==> config.mk <==
export PLATFORM = sky130hd
export DESIGN_NAME = mst_classifier
export DESIGN_NICKNAME = d
export VERILOG_FILES = /design/src/mst_pkg.sv /design/src/mst_fifo.sv /design/src/mst_classifier.sv
export VERILOG_INCLUDE_DIRS = /design/src /design/src/src
export SDC_FILE = /design/constraint.sdc
export NUM_CORES = 2
export LEC_CHECK = 0
export BUFFER_PORTS_ARGS = -buffer_cell sky130_fd_sc_hd__buf_2
export CORE_ASPECT_RATIO = 0.9
export CORE_MARGIN = 10
export CORE_UTILIZATION = 55
export DETAILED_ROUTE_END_ITERATION = 7
export PLACE_DENSITY = 0.83
export SYNTH_ARGS = -nofsm -noshare
export SYNTH_HDL_FRONTEND = slang
export SYNTH_SLANG_ARGS = --single-unit
==> constraint.sdc <==
create_clock -name clk_sys -period 20.6 [get_ports clk_sys]
set_clock_uncertainty 0.1 [all_clocks]
set_input_delay 0 -clock clk_sys [delete_from_list [all_inputs] [get_ports clk_sys]]
set_output_delay 0 -clock clk_sys [all_outputs]
set_load 0.02 [all_outputs]
==> src/mst_defs.svh <==
// Offsets, field positions, constants and reset values for the tag bypass classifier
`ifndef MST_DEFS_SVH
`define MST_DEFS_SVH

// Header capture depth in bytes
`define MST_HDR_BYTES     32
`define MST_SA_ENTRIES    16

// Byte positions counted from the first DA byte
`define MST_DA_POS        0
`define MST_SA_POS        6
`define MST_ADDR_LEN      6
`define MST_TAG1_POS      12
`define MST_TAG2_POS      16
`define MST_TAG_LEN       4
`define MST_ETYPE_LEN     2
`define MST_LBL1_POS      14
`define MST_LBL2_POS      18
`define MST_LBL_LEN       4
`define MST_SECTAG_LEN    8

// Clear header length ahead of the SecTAG, per mode
`define MST_CLR_STD       12
`define MST_CLR_BYP1      16
`define MST_CLR_BYP2      20
`define MST_CLR_MPLS1     18
`define MST_CLR_MPLS2     22

// Ethertype values
`define MST_TPID_C        16'h8100
`define MST_TPID_S        16'h88A8
`define MST_MPLS_ETYPE    16'h8847
`define MST_SECTAG_ETYPE  16'h88E5

// Classification field bits
`define MST_FLD_DA        0
`define MST_FLD_SA        1
`define MST_FLD_TAG1      2
`define MST_FLD_TAG2      3
`define MST_FLD_ETYPE     4
`define MST_FLD_LBL1      5
`define MST_FLD_LBL2      6
`define MST_FLD_SECTAG    7

// Reset value of each entry's field selection
`define MST_FLD_SEL_RST   8'hFF

// Data FIFO geometry
`define MST_FIFO_WIDTH    9
`define MST_FIFO_DEPTH    8

`endif

==> src/mst_pkg.sv <==
// Types shared by the tag bypass classifier, its checker and its bench
`default_nettype none
`include "mst_defs.svh"

package mst_pkg;

    typedef enum logic [2:0] {
        MST_MODE_STD   = 3'h0,
        MST_MODE_BYP1  = 3'h1,
        MST_MODE_BYP2  = 3'h2,
        MST_MODE_MPLS1 = 3'h3,
        MST_MODE_MPLS2 = 3'h4
    } mst_mode_type;

    typedef enum logic [1:0] {
        MST_ST_IDLE = 2'h0,
        MST_ST_HDR  = 2'h1,
        MST_ST_BODY = 2'h3
    } mst_fsm_type;

    typedef struct packed {
        logic         key_256;
        logic [7:0]   fld_sel;
        mst_mode_type mode;
    } mst_sa_entry_type;

    typedef struct packed {
        mst_mode_type mode;
        logic         key_256;
        logic [7:0]   fld_vld;
        logic [47:0]  da;
        logic [47:0]  sa;
        logic [15:0]  tpid1;
        logic [11:0]  vid1;
        logic [15:0]  tpid2;
        logic [11:0]  vid2;
        logic [15:0]  etype;
        logic [31:0]  lbl1;
        logic [31:0]  lbl2;
        logic [63:0]  sectag;
        logic [4:0]   sectag_ofs;
        logic         no_sectag;
    } mst_result_type;

    typedef struct packed {
        mst_fsm_type                                fsm;
        logic [5:0]                                 cnt;
        logic [`MST_HDR_BYTES-1:0][7:0]             hdr;
        logic [3:0]                                 sa_idx;
        logic                                       dir_rx;
        mst_sa_entry_type [`MST_SA_ENTRIES-1:0]     tab;
        logic                                       cls_valid;
        mst_result_type                             res;
    } mst_state_type;

endpackage : mst_pkg

`default_nettype wire

==> src/mst_fifo.sv <==
// Parameterised valid/ready FIFO in the frame data path
`default_nettype none
`include "mst_defs.svh"

module mst_fifo
#(
    parameter int W = `MST_FIFO_WIDTH,
    parameter int D = `MST_FIFO_DEPTH
)
(
    input  wire logic         clk_sys,
    input  wire logic         rst,
    input  wire logic [W-1:0] in_data,
    input  wire logic         in_valid,
    output logic              in_ready,
    output logic      [W-1:0] out_data,
    output logic              out_valid,
    input  wire logic         out_ready
);

    localparam int AW = $clog2(D);

    typedef struct packed {
        logic [D-1:0][W-1:0] mem;
        logic [AW-1:0]       wp;
        logic [AW-1:0]       rp;
        logic [AW:0]         cnt;
    } mst_fifo_state_type;

    mst_fifo_state_type st_reg;
    mst_fifo_state_type st_next;
    logic               push;
    logic               pop;

    assign in_ready  = (st_reg.cnt != (AW+1)'(D));
    assign out_valid = (st_reg.cnt != '0);
    assign out_data  = st_reg.mem[st_reg.rp];
    assign push      = in_valid & in_ready;
    assign pop       = out_valid & out_ready;

    always_comb
    begin
        st_next = st_reg;
        if (push)
        begin
            st_next.mem[st_reg.wp] = in_data;
            st_next.wp             = AW'(st_reg.wp + 1'b1);
        end
        if (pop)
        begin
            st_next.rp = AW'(st_reg.rp + 1'b1);
        end
        st_next.cnt = (AW+1)'(st_reg.cnt + (AW+1)'(push) - (AW+1)'(pop));
    end

    always_ff @(posedge clk_sys or posedge rst)
    begin
        if (rst)
        begin
            st_reg <= '0;
        end
        else
        begin
            st_reg <= st_next;
        end
    end

endmodule : mst_fifo

`default_nettype wire

==> src/mst_classifier.sv <==
// Frame header parser and per-entry classification field selector with tag bypass
`default_nettype none
`include "mst_defs.svh"


module mst_classifier
    import mst_pkg::*;
(
    input  wire logic          clk_sys,
    input  wire logic          rst,
    input  wire logic          cfg_wr_en,
    input  wire logic [3:0]    cfg_wr_idx,
    input  wire mst_mode_type  cfg_wr_mode,
    input  wire logic [7:0]    cfg_wr_fld_sel,
    input  wire logic          cfg_wr_key_256,
    input  wire logic          frm_dir_rx,
    input  wire logic [3:0]    frm_sa_idx,
    input  wire logic [7:0]    s_data,
    input  wire logic          s_last,
    input  wire logic          s_valid,
    output logic               s_ready,
    output logic      [7:0]    m_data,
    output logic               m_last,
    output logic               m_valid,
    input  wire logic          m_ready,
    output logic               cls_valid,
    output mst_mode_type       cls_mode,
    output logic               cls_key_256,
    output logic      [7:0]    cls_fld_vld,
    output logic      [47:0]   cls_da,
    output logic      [47:0]   cls_sa,
    output logic      [15:0]   cls_tpid1,
    output logic      [11:0]   cls_vid1,
    output logic      [15:0]   cls_tpid2,
    output logic      [11:0]   cls_vid2,
    output logic      [15:0]   cls_etype,
    output logic      [31:0]   cls_lbl1,
    output logic      [31:0]   cls_lbl2,
    output logic      [63:0]   cls_sectag,
    output logic      [4:0]    cls_sectag_ofs,
    output logic               cls_no_sectag,
    output logic               frm_busy
);

    ////////////////////////////////////////////////////////////////////////////////////////////
    // Helpers

    typedef logic [`MST_HDR_BYTES-1:0][7:0] mst_hdr_type;

    function automatic logic [15:0] get16(input mst_hdr_type hb, input int p);
        return {hb[p], hb[p+1]};
    endfunction : get16

    function automatic logic [31:0] get32(input mst_hdr_type hb, input int p);
        return {hb[p], hb[p+1], hb[p+2], hb[p+3]};
    endfunction : get32

    // Field lies fully inside the bytes seen
    function automatic logic present(input logic [5:0] n, input int p, input int len);
        return int'(n) >= (p + len);
    endfunction : present

    function automatic logic is_vlan(input logic [15:0] t);
        return (t == `MST_TPID_C) || (t == `MST_TPID_S);
    endfunction : is_vlan

    function automatic mst_state_type rst_state();
        mst_state_type s;
        s = '0;
        for (int i = 0; i < `MST_SA_ENTRIES; i++)
        begin
            s.tab[i].fld_sel = `MST_FLD_SEL_RST;
        end
        return s;
    endfunction : rst_state

    localparam mst_state_type ST_RST = rst_state();

    ////////////////////////////////////////////////////////////////////////////////////////////
    // Classification of a captured header

    function automatic mst_result_type classify(
        input mst_hdr_type      hb,
        input logic [5:0]       n,
        input mst_sa_entry_type ent,
        input logic             rx
    );
        mst_result_type r;
        logic [7:0]     av;
        int             clr;
        int             ety_pos;
        logic           tag1;
        logic           tag2;
        logic [15:0]    w1;
        logic [15:0]    w2;
        r       = '0;
        av      = '0;
        clr     = `MST_CLR_STD;
        ety_pos = `MST_TAG1_POS;
        tag1    = is_vlan(get16(hb, `MST_TAG1_POS));
        tag2    = tag1 && is_vlan(get16(hb, `MST_TAG2_POS));
        w1      = get16(hb, `MST_TAG1_POS + 2);
        w2      = get16(hb, `MST_TAG2_POS + 2);
        r.da    = {get16(hb, `MST_DA_POS), get32(hb, `MST_DA_POS + 2)};
        r.sa    = {get16(hb, `MST_SA_POS), get32(hb, `MST_SA_POS + 2)};
        r.tpid1 = get16(hb, `MST_TAG1_POS);
        r.vid1  = w1[11:0];
        r.tpid2 = get16(hb, `MST_TAG2_POS);
        r.vid2  = w2[11:0];
        r.lbl1  = get32(hb, `MST_LBL1_POS);
        r.lbl2  = get32(hb, `MST_LBL2_POS);
        av[`MST_FLD_DA] = present(n, `MST_DA_POS, `MST_ADDR_LEN);
        av[`MST_FLD_SA] = present(n, `MST_SA_POS, `MST_ADDR_LEN);
        // SecTAG position follows SA or the clear headers
        case (ent.mode)
            MST_MODE_STD:   clr = `MST_CLR_STD;
            MST_MODE_BYP1:  clr = `MST_CLR_BYP1;
            MST_MODE_BYP2:  clr = `MST_CLR_BYP2;
            MST_MODE_MPLS1: clr = `MST_CLR_MPLS1;
            MST_MODE_MPLS2: clr = `MST_CLR_MPLS2;
            default:        clr = `MST_CLR_STD;
        endcase
        if (!rx)
        begin
            if ((ent.mode == MST_MODE_MPLS1) || (ent.mode == MST_MODE_MPLS2))
            begin
                r.etype = get16(hb, `MST_TAG1_POS);
                av[`MST_FLD_ETYPE] = present(n, `MST_TAG1_POS, `MST_ETYPE_LEN);
                av[`MST_FLD_LBL1]  = present(n, `MST_LBL1_POS, `MST_LBL_LEN);
                av[`MST_FLD_LBL2]  = (ent.mode == MST_MODE_MPLS2)
                                   && present(n, `MST_LBL2_POS, `MST_LBL_LEN);
            end
            else
            begin
                ety_pos = `MST_TAG1_POS + `MST_TAG_LEN * (int'(tag1) + int'(tag2));
                r.etype = get16(hb, ety_pos);
                av[`MST_FLD_TAG1]  = tag1 && present(n, `MST_TAG1_POS, `MST_TAG_LEN);
                av[`MST_FLD_TAG2]  = tag2 && present(n, `MST_TAG2_POS, `MST_TAG_LEN);
                av[`MST_FLD_ETYPE] = present(n, ety_pos, `MST_ETYPE_LEN);
            end
        end
        else
        begin
            // Only the SecTAG and the clear bytes ahead of it are offered
            r.sectag    = {get32(hb, clr), get32(hb, clr + 4)};
            r.no_sectag = (get16(hb, clr) != `MST_SECTAG_ETYPE);
            av[`MST_FLD_SECTAG] = present(n, clr, `MST_SECTAG_LEN);
            case (ent.mode)
                MST_MODE_STD:
                begin
                    av[`MST_FLD_TAG1] = 1'b0;
                end
                MST_MODE_BYP1:
                begin
                    av[`MST_FLD_TAG1] = present(n, `MST_TAG1_POS, `MST_TAG_LEN);
                end
                MST_MODE_BYP2:
                begin
                    av[`MST_FLD_TAG1] = present(n, `MST_TAG1_POS, `MST_TAG_LEN);
                    av[`MST_FLD_TAG2] = present(n, `MST_TAG2_POS, `MST_TAG_LEN);
                end
                MST_MODE_MPLS1, MST_MODE_MPLS2:
                begin
                    r.etype = get16(hb, `MST_TAG1_POS);
                    av[`MST_FLD_ETYPE] = present(n, `MST_TAG1_POS, `MST_ETYPE_LEN);
                    av[`MST_FLD_LBL1]  = present(n, `MST_LBL1_POS, `MST_LBL_LEN);
                    av[`MST_FLD_LBL2]  = (ent.mode == MST_MODE_MPLS2)
                                       && present(n, `MST_LBL2_POS, `MST_LBL_LEN);
                end
                default:
                begin
                    av[`MST_FLD_TAG1] = 1'b0;
                end
            endcase
        end
        r.fld_vld    = av & ent.fld_sel;
        r.sectag_ofs = 5'(clr);
        r.key_256    = ent.key_256;
        r.mode       = ent.mode;
        return r;
    endfunction : classify

    ////////////////////////////////////////////////////////////////////////////////////////////
    // State

    mst_state_type st_reg;
    mst_state_type st_next;
    logic          acc;
    logic          fin;
    logic [5:0]    fin_n;
    logic [8:0]    fifo_out;

    assign acc = s_valid & s_ready;

    always_comb
    begin
        st_next           = st_reg;
        st_next.cls_valid = 1'b0;
        fin               = 1'b0;
        fin_n             = st_reg.cnt;
        if (cfg_wr_en)
        begin
            st_next.tab[cfg_wr_idx].mode    = cfg_wr_mode;
            st_next.tab[cfg_wr_idx].fld_sel = cfg_wr_fld_sel;
            st_next.tab[cfg_wr_idx].key_256 = cfg_wr_key_256;
        end
        case (st_reg.fsm)
            MST_ST_IDLE:
            begin
                if (acc)
                begin
                    // First byte is the first DA byte
                    st_next.hdr    = '0;
                    st_next.hdr[0] = s_data;
                    st_next.cnt    = 6'h01;
                    st_next.sa_idx = frm_sa_idx;
                    st_next.dir_rx = frm_dir_rx;
                    fin_n          = 6'h01;
                    fin            = s_last;
                    st_next.fsm    = s_last ? MST_ST_IDLE : MST_ST_HDR;
                end
            end
            MST_ST_HDR:
            begin
                if (acc)
                begin
                    st_next.hdr[st_reg.cnt[4:0]] = s_data;
                    st_next.cnt = 6'(st_reg.cnt + 6'h01);
                    fin_n       = 6'(st_reg.cnt + 6'h01);
                    if (s_last)
                    begin
                        fin         = 1'b1;
                        st_next.fsm = MST_ST_IDLE;
                    end
                    else if (st_reg.cnt == 6'(`MST_HDR_BYTES - 1))
                    begin
                        fin         = 1'b1;
                        st_next.fsm = MST_ST_BODY;
                    end
                end
            end
            MST_ST_BODY:
            begin
                if (acc && s_last)
                begin
                    st_next.fsm = MST_ST_IDLE;
                end
            end
            default:
            begin
                st_next.fsm = MST_ST_IDLE;
            end
        endcase
        if (fin)
        begin
            st_next.cls_valid = 1'b1;
            st_next.res = classify(st_next.hdr, fin_n, st_reg.tab[st_next.sa_idx],
                                   st_next.dir_rx);
        end
    end

    always_ff @(posedge clk_sys or posedge rst)
    begin
        if (rst)
        begin
            st_reg <= ST_RST;
        end
        else
        begin
            st_reg <= st_next;
        end
    end

    ////////////////////////////////////////////////////////////////////////////////////////////
    // Data path FIFO; its fullness stalls the source

    mst_fifo #(
        .W (`MST_FIFO_WIDTH),
        .D (`MST_FIFO_DEPTH)
    ) u_fifo (
        .clk_sys   (clk_sys),
        .rst       (rst),
        .in_data   ({s_last, s_data}),
        .in_valid  (s_valid),
        .in_ready  (s_ready),
        .out_data  (fifo_out),
        .out_valid (m_valid),
        .out_ready (m_ready)
    );

    assign m_data = fifo_out[7:0];
    assign m_last = fifo_out[8];

    ////////////////////////////////////////////////////////////////////////////////////////////
    // Result outputs

    assign cls_valid      = st_reg.cls_valid;
    assign cls_mode       = st_reg.res.mode;
    assign cls_key_256    = st_reg.res.key_256;
    assign cls_fld_vld    = st_reg.res.fld_vld;
    assign cls_da         = st_reg.res.da;
    assign cls_sa         = st_reg.res.sa;
    assign cls_tpid1      = st_reg.res.tpid1;
    assign cls_vid1       = st_reg.res.vid1;
    assign cls_tpid2      = st_reg.res.tpid2;
    assign cls_vid2       = st_reg.res.vid2;
    assign cls_etype      = st_reg.res.etype;
    assign cls_lbl1       = st_reg.res.lbl1;
    assign cls_lbl2       = st_reg.res.lbl2;
    assign cls_sectag     = st_reg.res.sectag;
    assign cls_sectag_ofs = st_reg.res.sectag_ofs;
    assign cls_no_sectag  = st_reg.res.no_sectag;
    assign frm_busy       = (st_reg.fsm != MST_ST_IDLE);

endmodule : mst_classifier

`default_nettype wire

# Yosys cells after proc, flatten, opt, wreduce, memory -nomap -nowiden
# Index checks and enable logic that the tools add are counted.
[op_classes]
add_sub_neg = 17
magnitude_cmp = 27
eq_ne = 17
n_mux = 84
bitwise_logic = 3
reduce_logical = 19
[op_table]
columns = ["op", "n"]
rows = [
  ["$bwmux W192", 3],
  ["$pmux W262 S2", 1],
  ["$bmux W8 S5", 10],
  ["$mux W315", 1],
  ["$mux W269", 1],
  ["$mux W264", 1],
  ["$bwmux W256", 1],
  ["$lt A32 B7 Y1 const B", 8],
  ["$mux W8", 21],
  ["$demux W12 S4", 3],
  ["$add A32 B3 Y32 const B", 4],
  ["$bwmux W72", 1],
  ["$add A32 B2 Y32 const B", 2],
  ["$eq A16 B16 Y1 const B", 4],
  ["$mux W64", 1],
  ["$bmux W12 S4", 1],
  ["$mux W16", 3],
  ["$demux W8 S5", 1],
  ["$add A32 B4 Y32 const B", 1],
  ["$add A32 B5 Y32 const B", 1],
  ["$ge A7 B32 Y1", 1],
  ["$mux W32", 1],
  ["$bmux W9 S3", 1],
  ["$demux W9 S3", 1],
  ["51 further kinds", 94],
]
[word_totals]
register_bits = 858
input_bits = 35
out_inout_bits = 327
elab_cells = 278

# Longest topological paths before layout
[depth]
ltp_word = 19
depth_mapped = 26
depth_no_buf = 19

# Hierarchy
# A second synthesis with hierarchy kept.
[unflattened]
hier_cells = 4287
hier_area_um2 = 40979.3
[by_module_without_submodules]
columns = ["module", "n_inst", "cells_per_inst", "area_per_inst_um2"]
rows = [
  ["mst_classifier", 1, 4050, 37115.6],
  ["mst_fifo", 1, 237, 3863.7],
]

# Worst setup path before layout
# Ideal clock, no wire load.
[synth_timing]
path_type = "flip-flop to flip-flop"
start = "reg u_fifo.st_reg[2] (netlist bit)"
end = "reg st_reg, in the netlist cls_sectag[32]"
setup_time_ps = 118
arrival_time_ps = 4781
setup_slack_ps = 15601
stages_incl_launch_ff = 23
cell_sequence = "dfrtp_1 inv_1 ha_1 nor3b_2 buf_2 buf_6 buf_2 a211oi_1 a311oi_1 o22ai_1 or4_4 buf_6 a21oi_4 inv_4 buf_6 buf_6 buf_2 ha_1 clkbuf_1 clkbuf_1 mux4_2 o221a_2 a21o_1"
[synth_between]
elab_chain_len = 14
word_cells_on_any_way = 22
cone_classes = "add/sub (1); eq/ne (5); mux (15); bitwise (1)"
[synth_lines]
columns = ["item", "line", "text"]
rows = [
  ["start: declaration", "mst_fifo.sv:30", "mst_fifo_state_type st_reg;"],
  ["start signal: assignment", "mst_fifo.sv:64", "st_reg <= st_next;"],
  ["$ne A4 B4 Y1 (*)", "mst_fifo.sv:35", "assign in_ready = (st_reg.cnt != (AW+1)'(D));"],
  ["$and A1 B1 Y1 (*)", "mst_classifier.sv:193", "assign acc = s_valid & s_ready;"],
  ["$mux W269", "mst_classifier.sv:210", "if (acc)"],
  ["$mux W5", "mst_classifier.sv:207", "case (st_reg.fsm)"],
  ["$bmux W12 S4", "mst_classifier.sv:257", "st_next.res = classify(st_next.hdr, fin_n, st_reg.tab[st_next.sa_idx],"],
  ["$mux W12 (not written as such)", "mst_classifier.sv:257", ""],
  ["$eq A3 B3 Y1, or another cell as far along", "mst_classifier.sv:115", "case (ent.mode)"],
  ["$pmux W5 S4", "mst_classifier.sv:115", ""],
  ["$mux W32", "mst_classifier.sv:254", "if (fin)"],
  ["$add A32 B3 Y32", "mst_classifier.sv:55", "return {hb[p], hb[p+1], hb[p+2], hb[p+3]};"],
  ["$bmux W8 S5", "mst_classifier.sv:55", ""],
  ["$mux W8 (not written as such) (2 in series)", "mst_classifier.sv:55", ""],
  ["$mux W64", "mst_classifier.sv:123", "if (!rx)"],
  ["end signal: assignment", "mst_classifier.sv:270", "st_reg <= st_next;"],
  ["end: declaration", "mst_classifier.sv:186", "mst_state_type st_reg;"],
]
# Every way passes the cells marked *; elsewhere a longest branch is shown, timed or not. The select of a mux whose other input is x is not followed.
# A chain may end at the register's enable or synchronous reset.

# Worst setup path after layout
[layout_timing]
start = "reg u_fifo.st_reg[2] (netlist bit)"
end = "reg st_reg, in the netlist cls_sectag[12]"
[layout_between]
elab_chain_len = 15
word_cells_on_any_way = 23
cone_classes = "add/sub (2); eq/ne (5); mux (15); bitwise (1)"
[layout_lines]
columns = ["item", "line", "text"]
rows = [
  ["$ne A4 B4 Y1 (*)", "mst_fifo.sv:35", ""],
  ["$and A1 B1 Y1 (*)", "mst_classifier.sv:193", ""],
  ["$mux W269", "mst_classifier.sv:210", ""],
  ["$mux W5", "mst_classifier.sv:207", ""],
  ["$bmux W12 S4", "mst_classifier.sv:257", ""],
  ["$mux W12 (not written as such)", "mst_classifier.sv:257", ""],
  ["$eq A3 B3 Y1, or another cell as far along", "mst_classifier.sv:115", ""],
  ["$pmux W5 S4", "mst_classifier.sv:115", ""],
  ["$mux W32", "mst_classifier.sv:254", ""],
  ["$add A32 B4 Y32", "mst_classifier.sv:145", "r.sectag = {get32(hb, clr), get32(hb, clr + 4)};"],
  ["$add A32 B3 Y32", "mst_classifier.sv:55", ""],
  ["$bmux W8 S5", "mst_classifier.sv:55", ""],
  ["$mux W8 (not written as such) (2 in series)", "mst_classifier.sv:55", ""],
  ["$mux W64", "mst_classifier.sv:123", ""],
]
# Marked as above.

==> impl_metrics.csv <==
group,metric,value,unit
run_status,status,"finished with violations",
run_status,failed_checks,"design-rule violations",
logic_synthesis,ys_seq_area_share,48.9,%
power_and_ir_drop,pwr-share-seq,29.8,%
floorplan,core-area,0.0760,sq mm
setup_path,cp_data_arrival_time,7960,ps
setup_path,path_buf_inv,7,
sta,clock.fmax,133,MHz
logic_synthesis,yosysMostFrequentCell,"dfrtp_1",
power_and_ir_drop,combinationalPowerShare,51.5,%
floorplan,pin_count,362,
sta,min_period,7500,ps
routing,first_pass_iters,8,
floorplan,start_util,55.4,%
power_and_ir_drop,pwr-share-clk,18.7,%
setup_path,cp-start-kind,"flop",
logic_synthesis,synth_fp_nets,4266,
clock_tree,path_clk_slew,60,ps
routing,vias,34326,
place,place_ws,13310,ps
global_routing,grt_start_max_net_pins,179,
setup_path,crit_family,"buffers and inverters",
sta,setup_ws,13100,ps
routing,wirelength,149,mm
global_routing,grt_usage,32.8,%
layout,largest_reg_flops,461,
power_and_ir_drop,total_leakage_power,21.5,nW
sta,final-setup-viol-count,0,
global_routing,grt_pass1_wl,219,mm
routing,drc,7,
sta,worstMarginPinSlew,1360,ps
place,place.gp.congestion,1.02,
min_path,hold_path_class,"in2reg",
routing,vias_per_cell,6.53,
place,io_buffers,360,
setup_path,crit_path_max_incr_delay,780,ps
logic_synthesis,synth_edf_count,0,
routing,wl_per_cell,28.4,microns
global_routing,grt_antenna_before_repair,10,
floorplan,die_h,282,microns
sta,hold_violations,0,
sta,slew_headroom,8.67,%
sta,grt_setup_unrepaired,"false",
sta,maxSlewViolCount,0,
clock_tree,clockRootBuffer,"clkbuf_16",
global_routing,grt_overflow_total,0,
logic_synthesis,synthArstFlopShare,100,%
place,hpwl,102,mm
clock_tree,clock_path_buffers,3,
power_and_ir_drop,irDropWorstVdd,216,uV
setup_path,end_kind,"flop",
logic_synthesis,synth_area_per_cell,10.0,sq um
logic_synthesis,synth_cells,4209,
power_and_ir_drop,p_switching,4.05,mW
global_routing,grt_pass1_vias,32964,
logic_synthesis,synth_cell_types,81,
layout,nets,4206,
sta,holdWs,52.4,ps
clock_tree,cts_tree,"built",
routing,first_iter_violations,5047,
floorplan,die_area,0.0880,sq mm
logic_synthesis,synth.top_cell.area_share,41.0,%
setup_path,cp_max_fo,84,
logic_synthesis,synth_seq_cells,817,
setup_path,required,21060,ps
layout,nFillCells,6140,
logic_synthesis,synth_common_cells,"dfrtp_1 (689), nand2_1 (599), o21ai_0 (354), mux2_2 (322), buf_4 (316)",
floorplan,num_rows,96,
sta,setup_tns,0,ps
clock_tree,cts_sinks,817,
layout,final_util,60.0,%
logic_synthesis,yosysTopAreaCell,"dfrtp_1",
clock_tree,post_cts_resized,0,
layout,syn2layout_area_growth,8.28,%
power_and_ir_drop,power_density,189,mW/mm^2
clock_tree,numCtsBuffers,84,
power_and_ir_drop,swShare,47.0,%
sta,period_share,36.4,%
clock_tree,clk_latency,670,ps
floorplan,fp.dieW,312,microns
setup_path,critPathKind,"reg2reg",
clock_tree,cts_setup_buffers,0,
routing,postRouteAntennaNets,0,
clock_tree,h-tree-depth,3,
clock_tree,hold_buffers,26,
logic_synthesis,yosys-top-cells-area,"dfrtp_1 (41%), mux2_2 (8.6%), dfstp_2 (8.0%)",
layout,drive_gt1_share,27.2,%
logic_synthesis,synth_area,0.0421,sq mm
setup_path,worstPathCellList,"inv_1 > ha_1 > nor3b_4 > buf_4 > inv_2 > nand2_4 > buf_4 > a311oi_1 > o22ai_1 > nor4_4 > buf_4 > nor3_4 > a21oi_4 > inv_4 > ha_2 > or3_2 > buf_4 > and2_4 > mux4_2 > a22o_1",
logic_synthesis,ys.flop_type,"dfrtp_1",
setup_path,crit_top_cell,"buf_4",
logic_synthesis,yosys_warnings,0,
power_and_ir_drop,internal-power,4.57,mW
flow_run,maxCapViolCount,0,
setup_path,cpMaxStageDelayCell,"buf_4",
[metal layers]
layer	global-route usage (%)	routed length (microns)	vias up
met5	0.0553	61	-
met4	15.1	7950	8
met3	12.9	20500	513
met2	47.8	63300	2315
met1	42.9	57700	17021
li1	-	-	14469
[stage by stage]
stage | instances | total power, mW | area, sq um
after floorplan | 4209 | 5.68 | 42100
after global placement | 5066 | 6.73 | 42400
after detailed placement | 5066 | 6.83 | 42400
after CTS | 5249 | 8.45 | 45600
after global routing | 5249 | 8.97 | 45600
final | 5257 | 8.62 | 45600
[tightest hold or removal path: stages]
cell,delay (ps)
buf_2,160
mux2i_1,110
buf_4,210
inv_1,250
[power groups by stage]
| stage | Combinational (mW) | Clock [mW] | Sequential, mW |
|---|---|---|---|
| floorplan | 3.25 | 0 | 2.44 |
| global placement | 4.19 | 0 | 2.54 |
| detailed placement | 4.25 | 0 | 2.57 |
| CTS | 4.28 | 1.62 | 2.56 |
| global route | 4.66 | 1.68 | 2.62 |
| finish | 4.44 | 1.61 | 2.57 |
[cell usage in the layout, fill, tap and decap left out, types with 11 or more instances in the layout]
cell type	count
a211oi_1	30
a21o_1	11
a21oi_1	136
a221oi_1	19
a22o_1	101
a22oi_1	127
a311oi_1	47
a31oi_1	66
and3_1	67
buf_2	360
buf_4	93
clkbuf_1	15
clkbuf_16	88
clkbuf_8	21
clkinv_2	17
dfrtp_1	688
dfstp_2	128
dlygate4sd3_1	26
ha_1	20
inv_1	153
mux2_2	322
mux2i_1	36
mux4_2	46
nand2_1	599
nand2b_1	50
nand3_1	132
nand4_1	20
nor2_1	160
nor3_1	23
o211ai_1	34
o21a_1	17
o21ai_0	354
o221ai_1	20
o22ai_1	23
[final timing paths]
| kind | startpoint | to | slack (ps) | depth (start not counted) |
|---|---|---|---|---|
| hold reg to reg | cls_sectag[23] | cls_sectag[23] | 370 | 1 |
| setup / recovery | u_fifo.st_reg[2] | cls_sectag[12] | 13100 | 20 |
| min in group asynchronous | rst | st_reg[647] | 590 | 4 |
| hold / removal | frm_sa_idx[3] | st_reg[511] | 50 | 4 |
| setup reg to reg | u_fifo.st_reg[2] | cls_sectag[12] | 13100 | 20 |
| max in group asynchronous | rst | st_reg[555] | 16610 | 7 |
[area by class of cell]
type	instances	area, sq um	share of cell area (%)
well taps	1029	1290	2.82
inverters	163	621	1.36
flip-flops and latches	817	20600	45.2
repair buffers	482	2820	6.19
clock inverters	33	388	0.851
clock buffers	124	2550	5.59
diodes	8	20.0	0.0439
multi-input cells	2601	17300	37.9
[kinds of logic (layout without fill, tap and decap cells)]
kind of cell,Yosys count,count (layout),synth area share [%]
and+or+nand+nor,1125,1125,12.0
AOI/OAI and AO/OA,1039,1039,16.1
DFF,817,817,48.9
buffers and inverters,791,802,10.2
muxes,406,406,12.0
adders and majority gates,22,22,0.672
xor gates and xnor gates,8,8,0.184
other,1,9,0.00891
No activity file was read; power rests on OpenSTA's default activity.
